===== src/design/pss_pkg.sv =====
package pss_pkg;

  // Clock and time base
  localparam int          CLK_HZ          = 10_000_000;
  localparam int          US_PER_S        = 1_000_000;
  localparam int          MS_PER_S        = 1_000;
  localparam int          TICK_CYCLES     = CLK_HZ / US_PER_S;
  localparam logic [3:0]  TICK_LAST       = 4'(TICK_CYCLES - 1);
  localparam int          HOLD_TIME_MS    = 1000;
  localparam int          HOLD_CYCLES_DEF = HOLD_TIME_MS * (CLK_HZ / MS_PER_S);

  // Register byte offsets
  localparam logic [5:0]  REG_CTRL        = 6'h00;
  localparam logic [5:0]  REG_BEGIN       = 6'h04;
  localparam logic [5:0]  REG_END         = 6'h08;
  localparam logic [5:0]  REG_SCAN_TIME   = 6'h0c;
  localparam logic [5:0]  REG_UPDATE      = 6'h10;
  localparam logic [5:0]  REG_RATIO_UP    = 6'h14;
  localparam logic [5:0]  REG_RATIO_DN    = 6'h18;
  localparam logic [5:0]  REG_STATUS      = 6'h1c;
  localparam logic [5:0]  REG_IRQ_STATUS  = 6'h20;
  localparam logic [5:0]  REG_IRQ_MASK    = 6'h24;
  localparam logic [5:0]  REG_VALUE       = 6'h28;

  // Control field positions
  localparam int          CTRL_TGT_LSB    = 0;
  localparam int          CTRL_LOG_BIT    = 4;
  localparam int          CTRL_MODE_LSB   = 8;

  // Status field positions
  localparam int          STAT_READY_BIT  = 4;
  localparam int          STAT_RUN_BIT    = 5;
  localparam int          STAT_PAUSE_BIT  = 6;
  localparam int          STAT_DONE_BIT   = 7;
  localparam int          STAT_DOWN_BIT   = 8;
  localparam int          STAT_IDX_LSB    = 16;

  // Values after reset
  localparam logic [31:0] RST_SCAN_TIME   = 32'h000f4240;
  localparam logic [31:0] RST_UPDATE      = 32'h000003e8;
  localparam logic [31:0] RST_RATIO       = 32'h00010000;
  localparam logic [31:0] RST_VALUE       = 32'h00000000;
  localparam int          RATIO_FRAC      = 16;

  // Interrupt bit positions
  localparam int          IRQ_READY       = 0;
  localparam int          IRQ_RUN         = 1;
  localparam int          IRQ_PAUSE       = 2;
  localparam int          IRQ_PASS        = 3;
  localparam int          IRQ_DONE        = 4;
  localparam int          IRQ_OFF         = 5;
  localparam int          IRQ_W           = 6;

  // Keys and divider
  localparam int          KEY_SCAN        = 0;
  localparam int          KEY_PLAY        = 1;
  localparam logic [5:0]  DIV_LAST        = 6'h1f;

  typedef enum logic [2:0] {
    TGT_FREQ = 3'h0,
    TGT_AMP  = 3'h1,
    TGT_DC   = 3'h2,
    TGT_AUX1 = 3'h3,
    TGT_AUX2 = 3'h4
  } pss_target_type;

  typedef enum logic [1:0] {
    MODE_REPEAT = 2'h0,
    MODE_UPDOWN = 2'h1,
    MODE_ONCE   = 2'h2
  } pss_mode_type;

  typedef enum logic [2:0] {
    ST_OFF   = 3'h0,
    ST_LOAD  = 3'h1,
    ST_READY = 3'h3,
    ST_RUN   = 3'h2,
    ST_DONE  = 3'h6,
    ST_PAUSE = 3'h7
  } pss_state_type;

endpackage


===== src/design/pss_parameter_scan_sequencer.sv =====
`timescale 1ns/100ps

// What this block does
// (RULE1) Target chosen among frequency, amplitude, DC level, aux out one or two.
// (RULE2) Spacing is linear increments or logarithmic progression, set by configuration.
// (RULE3) Sweep starts at begin value and finishes at end value.
// (RULE4) Scan time is the whole travel time from begin to end.
// (RULE5) Each step is held one update interval; steps equal time over interval.
// (RULE6) End modes: repeat, up/down, or single pass then stop.
// (RULE7) Repeat and up/down keep cycling with no stop.
// (RULE8) Single pass stops at end, requests chart pause, lights done.
// (RULE9) Brief scan key toggles scanning; enabling sets begin value and ready.
// (RULE10) Brief play while ready starts the sweep and lights run.
// (RULE11) While running, brief play alternates pause and resume; pause lamp shows it.
// (RULE12) Holding play returns to begin, keeps ready, clears done.
// (RULE13) Play key ignored unless scanning is on and ready is lit.
// (RULE14) Disabling restores the value from before scanning and frees panel control.
// (RULE15) Configuration latched on enable; edits act after re-enable or play hold. Target edits act only after re-enable; play hold keeps the old target.
// (RULE16) Up/down reverses direction at each range end.
// (RULE17) Log steps differ by a constant ratio; final step lands on end value.
module pss_parameter_scan_sequencer #(
  parameter int HOLD_CYCLES = pss_pkg::HOLD_CYCLES_DEF
) (
  // Clock and reset
  input  wire logic                    clock,
  input  wire logic                    rst_n,
  // Avalon-MM register slave
  input  wire logic [5:0]              avs_address,
  input  wire logic                    avs_read,
  input  wire logic                    avs_write,
  input  wire logic [31:0]             avs_writedata,
  input  wire logic [3:0]              avs_byteenable,
  output logic      [31:0]             avs_readdata,
  output logic                         avs_waitrequest,
  // Interrupt
  output logic                         irq,
  // Front panel keys, pressed high, asynchronous
  input  wire logic                    scanKeyPin,
  input  wire logic                    playKeyPin,
  // Panel value of the selected target
  input  wire logic [31:0]             panelValue,
  // Swept parameter
  output pss_pkg::pss_target_type      paramTarget,
  output logic      [31:0]             paramValue,
  output logic                         paramOwn,
  output logic                         paramUpdate,
  // Indicators
  output logic                         readyLed,
  output logic                         runLed,
  output logic                         pauseLed,
  output logic                         doneLed,
  output logic                         chartPause
);
  import pss_pkg::*;

  localparam logic [31:0] HOLD_LAST = 32'(HOLD_CYCLES - 1);

  typedef struct packed {
    pss_state_type       state;
    logic [1:0]          sync1;
    logic [1:0]          sync2;
    logic [1:0][31:0]    holdCnt;
    logic [1:0]          held;
    pss_target_type      cfgTarget;
    logic                cfgLog;
    pss_mode_type        cfgMode;
    logic [31:0]         cfgBegin;
    logic [31:0]         cfgEnd;
    logic [31:0]         cfgTime;
    logic [31:0]         cfgUpdate;
    logic [31:0]         cfgRatioUp;
    logic [31:0]         cfgRatioDn;
    pss_target_type      lTarget;
    logic                lLog;
    pss_mode_type        lMode;
    logic [31:0]         lBegin;
    logic [31:0]         lEnd;
    logic [31:0]         lUpdate;
    logic [31:0]         lRatioUp;
    logic [31:0]         lRatioDn;
    logic [31:0]         steps;
    logic [31:0]         delta;
    logic                deltaNeg;
    logic [31:0]         stepIdx;
    logic                down;
    logic [3:0]          tickCnt;
    logic [31:0]         usCnt;
    logic [31:0]         savedValue;
    logic [31:0]         value;
    logic                own;
    logic                update;
    logic [31:0]         divNum;
    logic [31:0]         divDen;
    logic [31:0]         divQ;
    logic [31:0]         divRem;
    logic [5:0]          divCnt;
    logic                divPhase;
    logic [IRQ_W-1:0]    irqStatus;
    logic [IRQ_W-1:0]    irqMask;
    logic                ack;
    logic [31:0]         readData;
  } pss_regs_type;

  pss_regs_type s;
  pss_regs_type next_s;

  // Byte-lane merge for partial writes
  function automatic logic [31:0] pss_merge(input logic [31:0] old,
                                            input logic [31:0] wd,
                                            input logic [3:0]  be);
    logic [31:0] r;
    r = old;
    for (int b = 0; b < 4; b++) begin
      if (be[b]) begin
        r[b*8 +: 8] = wd[b*8 +: 8];
      end
    end
    return r;
  endfunction

  // Handshake answers one cycle after the request appears
  assign avs_waitrequest = (avs_read | avs_write) & ~s.ack;
  assign avs_readdata    = s.readData;
  assign irq             = |(s.irqStatus & s.irqMask);
  assign paramTarget     = s.lTarget;
  assign paramValue      = s.value;
  assign paramOwn        = s.own;
  assign paramUpdate     = s.update;
  assign readyLed        = (s.state != ST_OFF);
  assign runLed          = (s.state == ST_RUN);
  assign pauseLed        = (s.state == ST_PAUSE);
  assign doneLed         = (s.state == ST_DONE);
  assign chartPause      = (s.state == ST_DONE);

  // Next-state logic for the whole block
  always_comb begin
    logic [1:0]        brief;
    logic [1:0]        hold;
    logic [IRQ_W-1:0]  ev;
    logic              req;
    logic              done;
    logic              irqClr;
    logic [31:0]       rd;
    logic [31:0]       wv;
    logic              goOff;
    logic              load;
    logic              stepNow;
    logic [31:0]       remShift;
    logic              qBit;
    logic [31:0]       diff;
    logic [63:0]       prod;
    brief    = 2'h0;
    hold     = 2'h0;
    ev       = '0;
    req      = avs_read | avs_write;
    done     = req & s.ack;
    irqClr   = 1'b0;
    rd       = 32'h00000000;
    wv       = pss_merge(32'h00000000, avs_writedata, avs_byteenable);
    goOff    = 1'b0;
    load     = 1'b0;
    stepNow  = 1'b0;
    remShift = 32'h00000000;
    qBit     = 1'b0;
    diff     = 32'h00000000;
    prod     = 64'h0000000000000000;
    next_s   = s;
    next_s.update = 1'b0;

    // Key synchronisers; first stage feeds only the second
    next_s.sync1 = {playKeyPin, scanKeyPin};
    next_s.sync2 = s.sync1;

    // Brief press on release, hold once the count expires
    for (int k = 0; k < 2; k++) begin
      if (s.sync2[k]) begin
        if (!s.held[k]) begin
          if (s.holdCnt[k] == HOLD_LAST) begin
            next_s.held[k] = 1'b1;
            hold[k] = 1'b1;
          end else begin
            next_s.holdCnt[k] = s.holdCnt[k] + 32'h00000001;
          end
        end
      end else begin
        brief[k] = (s.holdCnt[k] != 32'h00000000) && !s.held[k];
        next_s.holdCnt[k] = 32'h00000000;
        next_s.held[k] = 1'b0;
      end
    end

    // Bus: register the read word in the waiting cycle
    next_s.ack = req & ~s.ack;
    if (req && !s.ack) begin
      unique case (avs_address)
        REG_CTRL: begin
          rd[CTRL_TGT_LSB +: 3]  = s.cfgTarget;
          rd[CTRL_LOG_BIT]       = s.cfgLog;
          rd[CTRL_MODE_LSB +: 2] = s.cfgMode;
        end
        REG_BEGIN:      rd = s.cfgBegin;
        REG_END:        rd = s.cfgEnd;
        REG_SCAN_TIME:  rd = s.cfgTime;
        REG_UPDATE:     rd = s.cfgUpdate;
        REG_RATIO_UP:   rd = s.cfgRatioUp;
        REG_RATIO_DN:   rd = s.cfgRatioDn;
        REG_STATUS: begin
          rd[2:0]                 = s.state;
          rd[STAT_READY_BIT]      = readyLed;
          rd[STAT_RUN_BIT]        = runLed;
          rd[STAT_PAUSE_BIT]      = pauseLed;
          rd[STAT_DONE_BIT]       = doneLed;
          rd[STAT_DOWN_BIT]       = s.down;
          rd[STAT_IDX_LSB +: 16]  = s.stepIdx[15:0];
        end
        REG_IRQ_STATUS: rd[IRQ_W-1:0] = s.irqStatus;
        REG_IRQ_MASK:   rd[IRQ_W-1:0] = s.irqMask;
        REG_VALUE:      rd = s.value;
        default:        rd = 32'h00000000;
      endcase
      next_s.readData = rd;
    end

    // Bus: writes and read-clear take effect at the completing edge
    if (done && avs_write) begin
      unique case (avs_address)
        REG_CTRL: begin
          wv = pss_merge({22'h000000, s.cfgMode, 3'h0, s.cfgLog, 1'b0, s.cfgTarget},
                         avs_writedata, avs_byteenable);
          // Codes beyond the last target fall back to frequency
          next_s.cfgTarget = (wv[CTRL_TGT_LSB +: 3] > TGT_AUX2) ? TGT_FREQ
                           : pss_target_type'(wv[CTRL_TGT_LSB +: 3]); // [RULE1]
          next_s.cfgLog    = wv[CTRL_LOG_BIT]; // [RULE2]
          next_s.cfgMode   = (wv[CTRL_MODE_LSB +: 2] == 2'h3) ? MODE_ONCE
                           : pss_mode_type'(wv[CTRL_MODE_LSB +: 2]); // [RULE6]
        end
        REG_BEGIN:     next_s.cfgBegin   = pss_merge(s.cfgBegin, avs_writedata, avs_byteenable);
        REG_END:       next_s.cfgEnd     = pss_merge(s.cfgEnd, avs_writedata, avs_byteenable);
        REG_SCAN_TIME: next_s.cfgTime    = pss_merge(s.cfgTime, avs_writedata, avs_byteenable);
        REG_UPDATE:    next_s.cfgUpdate  = pss_merge(s.cfgUpdate, avs_writedata, avs_byteenable);
        REG_RATIO_UP:  next_s.cfgRatioUp = pss_merge(s.cfgRatioUp, avs_writedata,
                                                     avs_byteenable);
        REG_RATIO_DN:  next_s.cfgRatioDn = pss_merge(s.cfgRatioDn, avs_writedata,
                                                     avs_byteenable);
        REG_IRQ_MASK:  next_s.irqMask    = wv[IRQ_W-1:0];
        default: begin
        end
      endcase
    end
    irqClr = done && avs_read && (avs_address == REG_IRQ_STATUS);

    // Scan state machine; scan key is honoured in every state
    unique case (s.state)
      ST_OFF: begin
        if (brief[KEY_SCAN]) begin
          next_s.savedValue = panelValue; // [RULE14]
          next_s.lTarget    = s.cfgTarget; // [RULE1]
          load = 1'b1; // [RULE9]
        end
      end
      ST_LOAD: begin
        if (brief[KEY_SCAN]) begin
          goOff = 1'b1;
        end else begin
          // One restoring division bit per cycle
          remShift = {s.divRem[30:0], s.divNum[31]};
          qBit = (remShift >= s.divDen);
          next_s.divRem = qBit ? (remShift - s.divDen) : remShift;
          next_s.divNum = {s.divNum[30:0], 1'b0};
          next_s.divQ   = {s.divQ[30:0], qBit};
          next_s.divCnt = s.divCnt + 6'h01;
          if (s.divCnt == DIV_LAST) begin
            if (!s.divPhase) begin
              // Steps = scan time / update interval, at least one
              next_s.steps = (next_s.divQ == 32'h00000000) ? 32'h00000001
                                                          : next_s.divQ; // [RULE4] [RULE5]
              diff = s.lEnd - s.lBegin;
              next_s.deltaNeg = diff[31];
              next_s.divNum   = diff[31] ? (32'h00000000 - diff) : diff;
              next_s.divDen   = next_s.steps;
              next_s.divQ     = 32'h00000000;
              next_s.divRem   = 32'h00000000;
              next_s.divCnt   = 6'h00;
              next_s.divPhase = 1'b1;
            end else begin
              next_s.delta = next_s.divQ; // [RULE2]
              next_s.state = ST_READY;
              ev[IRQ_READY] = 1'b1;
            end
          end
        end
      end
      ST_READY: begin
        if (brief[KEY_SCAN]) begin
          goOff = 1'b1;
        end else if (hold[KEY_PLAY]) begin
          load = 1'b1; // [RULE12]
        end else if (brief[KEY_PLAY]) begin
          next_s.state = ST_RUN; // [RULE10]
          ev[IRQ_RUN] = 1'b1;
        end
      end
      ST_RUN: begin
        if (brief[KEY_SCAN]) begin
          goOff = 1'b1;
        end else if (hold[KEY_PLAY]) begin
          load = 1'b1; // [RULE12]
        end else if (brief[KEY_PLAY]) begin
          next_s.state = ST_PAUSE; // [RULE11]
          ev[IRQ_PAUSE] = 1'b1;
        end else begin
          // Microsecond tick, then the update interval
          if (s.tickCnt == TICK_LAST) begin
            next_s.tickCnt = 4'h0;
            if (s.usCnt >= s.lUpdate - 32'h00000001) begin
              next_s.usCnt = 32'h00000000;
              stepNow = 1'b1; // [RULE5]
            end else begin
              next_s.usCnt = s.usCnt + 32'h00000001;
            end
          end else begin
            next_s.tickCnt = s.tickCnt + 4'h1;
          end
        end
      end
      ST_PAUSE: begin
        // Timers freeze while paused
        if (brief[KEY_SCAN]) begin
          goOff = 1'b1;
        end else if (hold[KEY_PLAY]) begin
          load = 1'b1; // [RULE12]
        end else if (brief[KEY_PLAY]) begin
          next_s.state = ST_RUN; // [RULE11]
          ev[IRQ_RUN] = 1'b1;
        end
      end
      ST_DONE: begin
        // Brief play does nothing here; a hold re-arms the scan
        if (brief[KEY_SCAN]) begin
          goOff = 1'b1;
        end else if (hold[KEY_PLAY]) begin
          load = 1'b1; // [RULE12]
        end
      end
      default: begin
        next_s.state = ST_OFF;
      end
    endcase
    // Play key is only seen in states with ready lit and no load pending [RULE13]

    // One step of the sweep
    if (stepNow) begin
      next_s.update = 1'b1;
      if (s.stepIdx == s.steps) begin
        // Repeat restart after dwelling at the end value
        next_s.value   = s.lBegin; // [RULE7]
        next_s.stepIdx = 32'h00000000;
      end else if (s.stepIdx + 32'h00000001 == s.steps) begin
        next_s.value = s.down ? s.lBegin : s.lEnd; // [RULE3] [RULE17]
        ev[IRQ_PASS] = 1'b1;
        unique case (s.lMode)
          MODE_ONCE: begin
            next_s.state = ST_DONE; // [RULE8]
            ev[IRQ_DONE] = 1'b1;
          end
          MODE_UPDOWN: begin
            next_s.down    = ~s.down; // [RULE16]
            next_s.stepIdx = 32'h00000000; // [RULE7]
          end
          MODE_REPEAT: begin
            next_s.stepIdx = s.steps; // [RULE7]
          end
        endcase
      end else begin
        next_s.stepIdx = s.stepIdx + 32'h00000001;
        if (s.lLog) begin
          // Constant ratio per step, fixed point
          prod = 64'(s.value) * 64'(s.down ? s.lRatioDn : s.lRatioUp); // [RULE17]
          next_s.value = prod[RATIO_FRAC +: 32];
        end else if (s.deltaNeg ^ s.down) begin
          next_s.value = s.value - s.delta; // [RULE2]
        end else begin
          next_s.value = s.value + s.delta; // [RULE2]
        end
      end
    end

    // Latch configuration other than the target and start the step division
    if (load) begin
      next_s.lLog     = s.cfgLog; // [RULE15]
      next_s.lMode    = s.cfgMode;
      next_s.lBegin   = s.cfgBegin;
      next_s.lEnd     = s.cfgEnd;
      next_s.lRatioUp = s.cfgRatioUp;
      next_s.lRatioDn = s.cfgRatioDn;
      next_s.lUpdate  = (s.cfgUpdate == 32'h00000000) ? 32'h00000001 : s.cfgUpdate;
      next_s.divNum   = s.cfgTime;
      next_s.divDen   = next_s.lUpdate;
      next_s.divQ     = 32'h00000000;
      next_s.divRem   = 32'h00000000;
      next_s.divCnt   = 6'h00;
      next_s.divPhase = 1'b0;
      next_s.value    = s.cfgBegin; // [RULE9] [RULE3]
      next_s.own      = 1'b1;
      next_s.update   = 1'b1;
      next_s.down     = 1'b0;
      next_s.stepIdx  = 32'h00000000;
      next_s.tickCnt  = 4'h0;
      next_s.usCnt    = 32'h00000000;
      next_s.state    = ST_LOAD;
    end

    // Disable: give the old value back to the panel
    if (goOff) begin
      next_s.value  = s.savedValue; // [RULE14]
      next_s.own    = 1'b0;
      next_s.update = 1'b1;
      next_s.state  = ST_OFF;
      ev[IRQ_OFF]   = 1'b1;
    end

    // Sticky events; a new event beats a read-clear
    next_s.irqStatus = (irqClr ? '0 : s.irqStatus) | ev;
  end

  // State register
  always_ff @(posedge clock or negedge rst_n) begin
    if (!rst_n) begin
      s            <= '0;
      s.state      <= ST_OFF;
      s.cfgTarget  <= TGT_FREQ;
      s.cfgMode    <= MODE_REPEAT;
      s.lTarget    <= TGT_FREQ;
      s.lMode      <= MODE_REPEAT;
      s.cfgTime    <= RST_SCAN_TIME;
      s.cfgUpdate  <= RST_UPDATE;
      s.cfgRatioUp <= RST_RATIO;
      s.cfgRatioDn <= RST_RATIO;
      s.lUpdate    <= RST_UPDATE;
      s.steps      <= 32'h00000001;
      s.divDen     <= 32'h00000001;
      s.value      <= RST_VALUE;
    end else begin
      s <= next_s;
    end
  end

endmodule


===== config.mk =====
export PLATFORM = sky130hd
export DESIGN_NAME = pss_parameter_scan_sequencer
export DESIGN_NICKNAME = d
export VERILOG_FILES = /design/src/design/pss_pkg.sv /design/src/design/pss_parameter_scan_sequencer.sv
export SDC_FILE = /design/constraint.sdc
export NUM_CORES = 2
export LEC_CHECK = 0
export ABC_AREA = 1
export BUFFER_PORTS_ARGS = -buffer_cell sky130_fd_sc_hd__buf_2
export CORE_UTILIZATION = 44
export DETAILED_ROUTE_END_ITERATION = 6
export REMOVE_ABC_BUFFERS = 1
export SKIP_LAST_GASP = 1
export SLEW_MARGIN = 20
export SYNTH_ARGS = -nofsm -noshare
export SYNTH_HDL_FRONTEND = slang
export SYNTH_SLANG_ARGS = --single-unit

===== constraint.sdc =====
create_clock -name clock -period 7.6 [get_ports clock]
set_input_delay 1.52 -clock clock [delete_from_list [all_inputs] [get_ports clock]]
set_output_delay 1.52 -clock clock [all_outputs]
set_load 0.05 [all_outputs]

After elaboration in Yosys (flattened, before gate mapping)
Cells that the tools add are included.
Operators by class
  equality and inequality tests: 35
  bitwise operators: 10
  $add $sub $neg: 12
  reduce and logical (&&, ||, !) cells: 70
  mux-type cells: 109
  multiply operators: 1
  order comparisons: 3
Operators with widths (count)
  32-bit two-way mux: 21
  135-bit two-way mux: 4
  169-bit two-way mux: 1
  36-bit two-way mux: 4
  32-bit by 1-bit adder with 32-bit output (second input constant): 4
  16-bit one-hot mux with 8 select lines: 1
  32-bit subtractor: 3
  3-bit AND reduction: 26
  69-bit two-way mux: 1
  32-bit by 24-bit equality test with 1-bit output (second input constant): 2
  32-bit equality test: 2
  32-bit greater-or-equal comparator: 2
  32-bit zero test: 2
  32-bit one-hot mux with 2 select lines: 1
  32-bit nonzero test: 2
  32-bit by 32-bit multiplier with 48-bit output: 1
  3-bit two-way mux: 16
  6-bit one-hot mux with 7 select lines: 1
  1-bit two-way mux: 35
  34-bit two-way mux: 1
  33-bit two-way mux: 1
  3-bit one-hot mux with 11 select lines: 1
  32-bit adder: 1
  1-bit by 32-bit subtractor with 32-bit output (first input constant): 1
  other kinds (49): 106
Storage, ports and cells
  input bits: 80
  logic and storage cells: 302
  output and inout bits: 76
  flip-flop bits (word level): 815

Longest topological paths before layout
  word-level depth: 13
  depth in mapped cells: 42
  mapped depth without buffers: 38

Worst setup path after synthesis
Ideal clock, no wire load.
  path type: reg2reg
  start point: reg s[282] (netlist bit)
  end point: reg s, in the netlist paramValue[23]
  path slack: -0.279 ns
  library setup time: 0.117 ns
  data required time: 7.483 ns
  path buffers: 5
  cell stages (with the launch flop): 38
  clock period less this slack: 7.879 ns
  arrival: 7.763 ns
  cell sequence: dfrtp_1 > buf_2 > clkbuf_1 > clkbuf_1 > clkbuf_1 > nand2_1 > o21ai_1 > clkbuf_1 > nor2_1 > fa_1 > inv_1 > fa_1 > fa_1 > fa_1 > inv_1 > fa_1 > inv_1 > fa_1 > [2 not listed] > fa_1 > ha_1 > nand2_1 > o21ai_0 > inv_1 > o21ai_0 > a21oi_1 > o21a_1 > nand2_1 > a21oi_1 > o21ai_0 > nand2_1 > nand2_1 > o21ai_1 > nand2_1 > nand2_1 > nand2_1 > nand2_1
Between the ends
  cells in the longest elaborated chain, start to end: 8
  elaborated cells between the ends (all ways): 11
  classes of those cells: 1 x mul; 9 x mux; 1 x bitwise
Ends and longest elaborated chain
  start, declared: RTL line pss_parameter_scan_sequencer.sv:104  | pss_regs_type s;
  start signal, assigned: RTL line pss_parameter_scan_sequencer.sv:444  | s <= next_s;
  32-bit two-way mux / 1-bit bitwise XOR (equally long branches): RTL line pss_parameter_scan_sequencer.sv:378, pss_parameter_scan_sequencer.sv:380
  32-bit by 32-bit multiplier with 48-bit output / 32-bit two-way mux (equally long branches): RTL line pss_parameter_scan_sequencer.sv:378, pss_parameter_scan_sequencer.sv:380
  32-bit two-way mux: RTL line pss_parameter_scan_sequencer.sv:376  | if (s.lLog) begin
  32-bit two-way mux (*): RTL line pss_parameter_scan_sequencer.sv:358  | end else if (s.stepIdx + 32'h00000001 == s.steps) begin
  32-bit two-way mux (*): RTL line pss_parameter_scan_sequencer.sv:354  | if (s.stepIdx == s.steps) begin
  32-bit two-way mux (*): RTL line pss_parameter_scan_sequencer.sv:352  | if (stepNow) begin
  169-bit two-way mux (*): RTL line pss_parameter_scan_sequencer.sv:389  | if (load) begin
  34-bit two-way mux (*): RTL line pss_parameter_scan_sequencer.sv:414  | if (goOff) begin
Every way passes the cells marked *; elsewhere a longest branch is shown, timed or not. The select of a mux whose other input is x is not followed.
A chain may end at the register's enable or synchronous reset.

Worst setup path after layout
  start point: reg s[282] (netlist bit)
  end point: reg s, in the netlist paramValue[13]
The elaborated chain is that of the path after synthesis.

==> flow_summary.ini <==
[finish]
final_cell_mix = nand2_1 (2245), inv_1 (1566), nor2_1 (994), dfrtp_1 (789), fa_1 (752)
area_delta_synth_final_pct = 14.6
final_common_cell = nand2_1
final_nets = 11300
layout-drive-gt1-share_pct = 11.9
fin_cells = 12500
nFillCells = 16600
final_util_pct = 51.0

[run]
drv_cap = 0

[power_and_ir_drop]
total_power_mw = 24.9
p_sw_mw = 12.7
ir_drop_mv = 0.392
internal_power_mw = 12.2
share_comb_of_total_power_pct = 60.0
switching_share_pct = 50.9
p_leak_nw = 42.4
p_per_area_nw_per_um2 = 288
clkPwrFrac_pct = 18.5
pwr-share-seq_pct = 21.5

[clocking]
clk_pin_slew_ns = 0.06
holdBufCountCts = 0
cts_tree = done
cts_inserted_buffers = 91
cts_root_buf = clkbuf_16
cts_buffer_depth = 3
clock_sinks = 815
htreeDepth = 3
clk_latency_ns = 0.73

[sta]
worst_slack_ns = -0.181
period_share_pct = 102
worstMarginPinSlew_ns = 1.18
finalSetupViolCount = 14
clock.fmax_mhz = 129
hold_viol = 0
skew_ns = 0.0518
setup_tns_ns = -0.890
rsz0062_at_grt = true
final_max_slew_viol_count = 0
slew_headroom_pct = 20.9
min_period_ns = 7.78

[grt]
grt_usage_pct = 34.7
overflow = 0
grt_pass1_vias = 69500
grt_pass1_wl_um = 448000
antenna_found_initial = 12
grt_max_degree = 153

[min_path]
hp-class = reg -> reg

[routing]
initialDrtViolationCount = 7077
drt_first_pass_iters = 7
avgViaCountPerCell = 5.61
vias = 70000
wire_per_inst_um = 24.2
drt_wl_total_um = 302000
ant_nets = 0
drc = 0

[critical_path]
required_ns = 8.23
startpoint_type = flip-flop
cp_slowest_cell = fa_2
cpPeakStageDelay_ns = 0.63
end_kind = flip-flop
path_class = reg -> reg
crit_fanout = 16
cp_data_arrival_time_ns = 8.41

[synth]
synth_seq_cells = 815
netlist_area_um2 = 75500
ys_seq_area_share_pct = 27.0
ys_warn_count = 0
synth_edf_count = 0
synthFlopType = dfrtp_1
syn_inst = 9843
syn_area_per_cell_um2 = 7.67
synth.distinct_cells = 65
async_flop_share_pct = 100

[placed_design]
dp_cells = 12300
detailed_place_hpwl_um = 241000
io_buffers = 155
routabilityCongestion = 1.00
dp_slack_ns = -0.845

[floorplanning]
io_pins = 156
coreArea_um2 = 170000
start_util_pct = 44.5
row_count = 151
fp.dieH_um = 416
die_w_um = 416
dieArea_um2 = 173000

[run_status]
status = finished with violations
violations = setup timing
synth_stat cells (55+ instances only):
library cell     n  area share, %
inv_1         1580            7.9
nand4_1        120           0.99
fa_1           781             21
dfrtp_1        792             26
ha_1           309            5.1
nand3_1        274            1.8
nor3_1         138           0.91
nor2_1        1041            5.2
a221oi_1        55           0.64
o22ai_1         84           0.70
nor4_1          72           0.60
a21oi_1        442            2.9
nand2_1       2294             11
o21ai_0        784            5.2
xnor2_1         69           0.80
clkbuf_1       337            1.7
xor2_1         152            1.8
buf_4           72           0.72
routing by layer:
| metal | part of all wire [%] | track usage, % | up-vias |
|---|---|---|---|
| li1 | - | - | 31500 |
| met1 | 42 | 47.2 | 34700 |
| met2 | 44 | 53.5 | 3169 |
| met3 | 8.3 | 5.96 | 568 |
| met4 | 5.7 | 17.3 | 8 |
| met5 | 0.019 | 0 | - |
final timing paths:
check / startpoint / to / slack [ns] / depth (start not counted)
worst min-delay path: next_s[810]$_DFF_PN0_ / s[810]$_DFF_PN0_ / 0.35 / 0
worst max register to register: s[282]$_DFFE_PN0P_ / paramValue[13]$_DFFE_PN0P_ / -0.18 / 35
max in group asynchronous: rst_n / s[117]$_DFFE_PN0P_ / 4.86 / 3
worst min register to register: next_s[810]$_DFF_PN0_ / s[810]$_DFF_PN0_ / 0.35 / 0
min in group asynchronous: rst_n / s[496]$_DFFE_PN0P_ / 0.76 / 1
worst max-delay path: s[282]$_DFFE_PN0P_ / paramValue[13]$_DFFE_PN0P_ / -0.18 / 35
stage by stage:
stage | cell area [um^2] | hold WS (ns)
floorplan | 73500 | 0.331
global placement | 81900 | 0.335
detailed placement | 81900 | 0.335
CTS | 85800 | 0.355
global route | 86500 | 0.368
finish | 86500 | 0.355
power groups by stage:
stage	clock network (mW)	logic [mW]	registers (mW)
after detailed placement	0	14.1	5.39
after global placement	0	14.1	5.38
final	4.61	14.9	5.34
after CTS	4.66	14.5	5.31
after global routing	4.84	16.1	5.38
after floorplan	0	7.59	5.68
layout make-up:
type                            count  area (um^2)  area share (%)
Tap cell                         2218         2780            3.21
Sequential cell                   815        20400            23.6
Antenna cell                        5         12.5          0.0145
Timing Repair Buffer              698         5970            6.90
Clock inverter                     36          395           0.457
Inverter                         1621         6100            7.05
Multi-Input combinational cell   6947        48200            55.7
Clock buffer                      134         2690            3.11
what timing repair did:
action                                  in CTS  in global routing
resized for setup                          171                149
setup buffers                               16                 16
endpoints found under the setup margin      32                 32
pin swaps                                   37                 40
cloned                                       1                  1
sequential cells by signal, indices dropped and copies added (netlist names):
name          count
paramOwn          1
paramUpdate       1
avs_readdata     32
paramValue       32
s               744
next_s            2
paramTarget       3
critical path: cells and delay by family (launching register included):
kind,cells,cell delay (ns)
fa+ha+maj,9,4.34
xor+xnor,1,0.15
flops,1,0.52
simple gates,11,0.97
compound gates,4,0.64
buf+inv,10,1.05
logic make-up (layout without fill, tap and decap cells):
logic type      count (synthesis)  after routing  synth area share [%]
compound gates               1595           1595                  11.7
xor+xnor                      222            222                  2.59
fa+ha+maj                    1090           1090                  25.8
buf+inv                      2081           2489                  10.7
flops                         815            815                  27.0
mux                            32             32                 0.477
other cells                     0              5                     0
simple gates                 4008           4008                  21.6
Power figures use the tool's default switching activity.
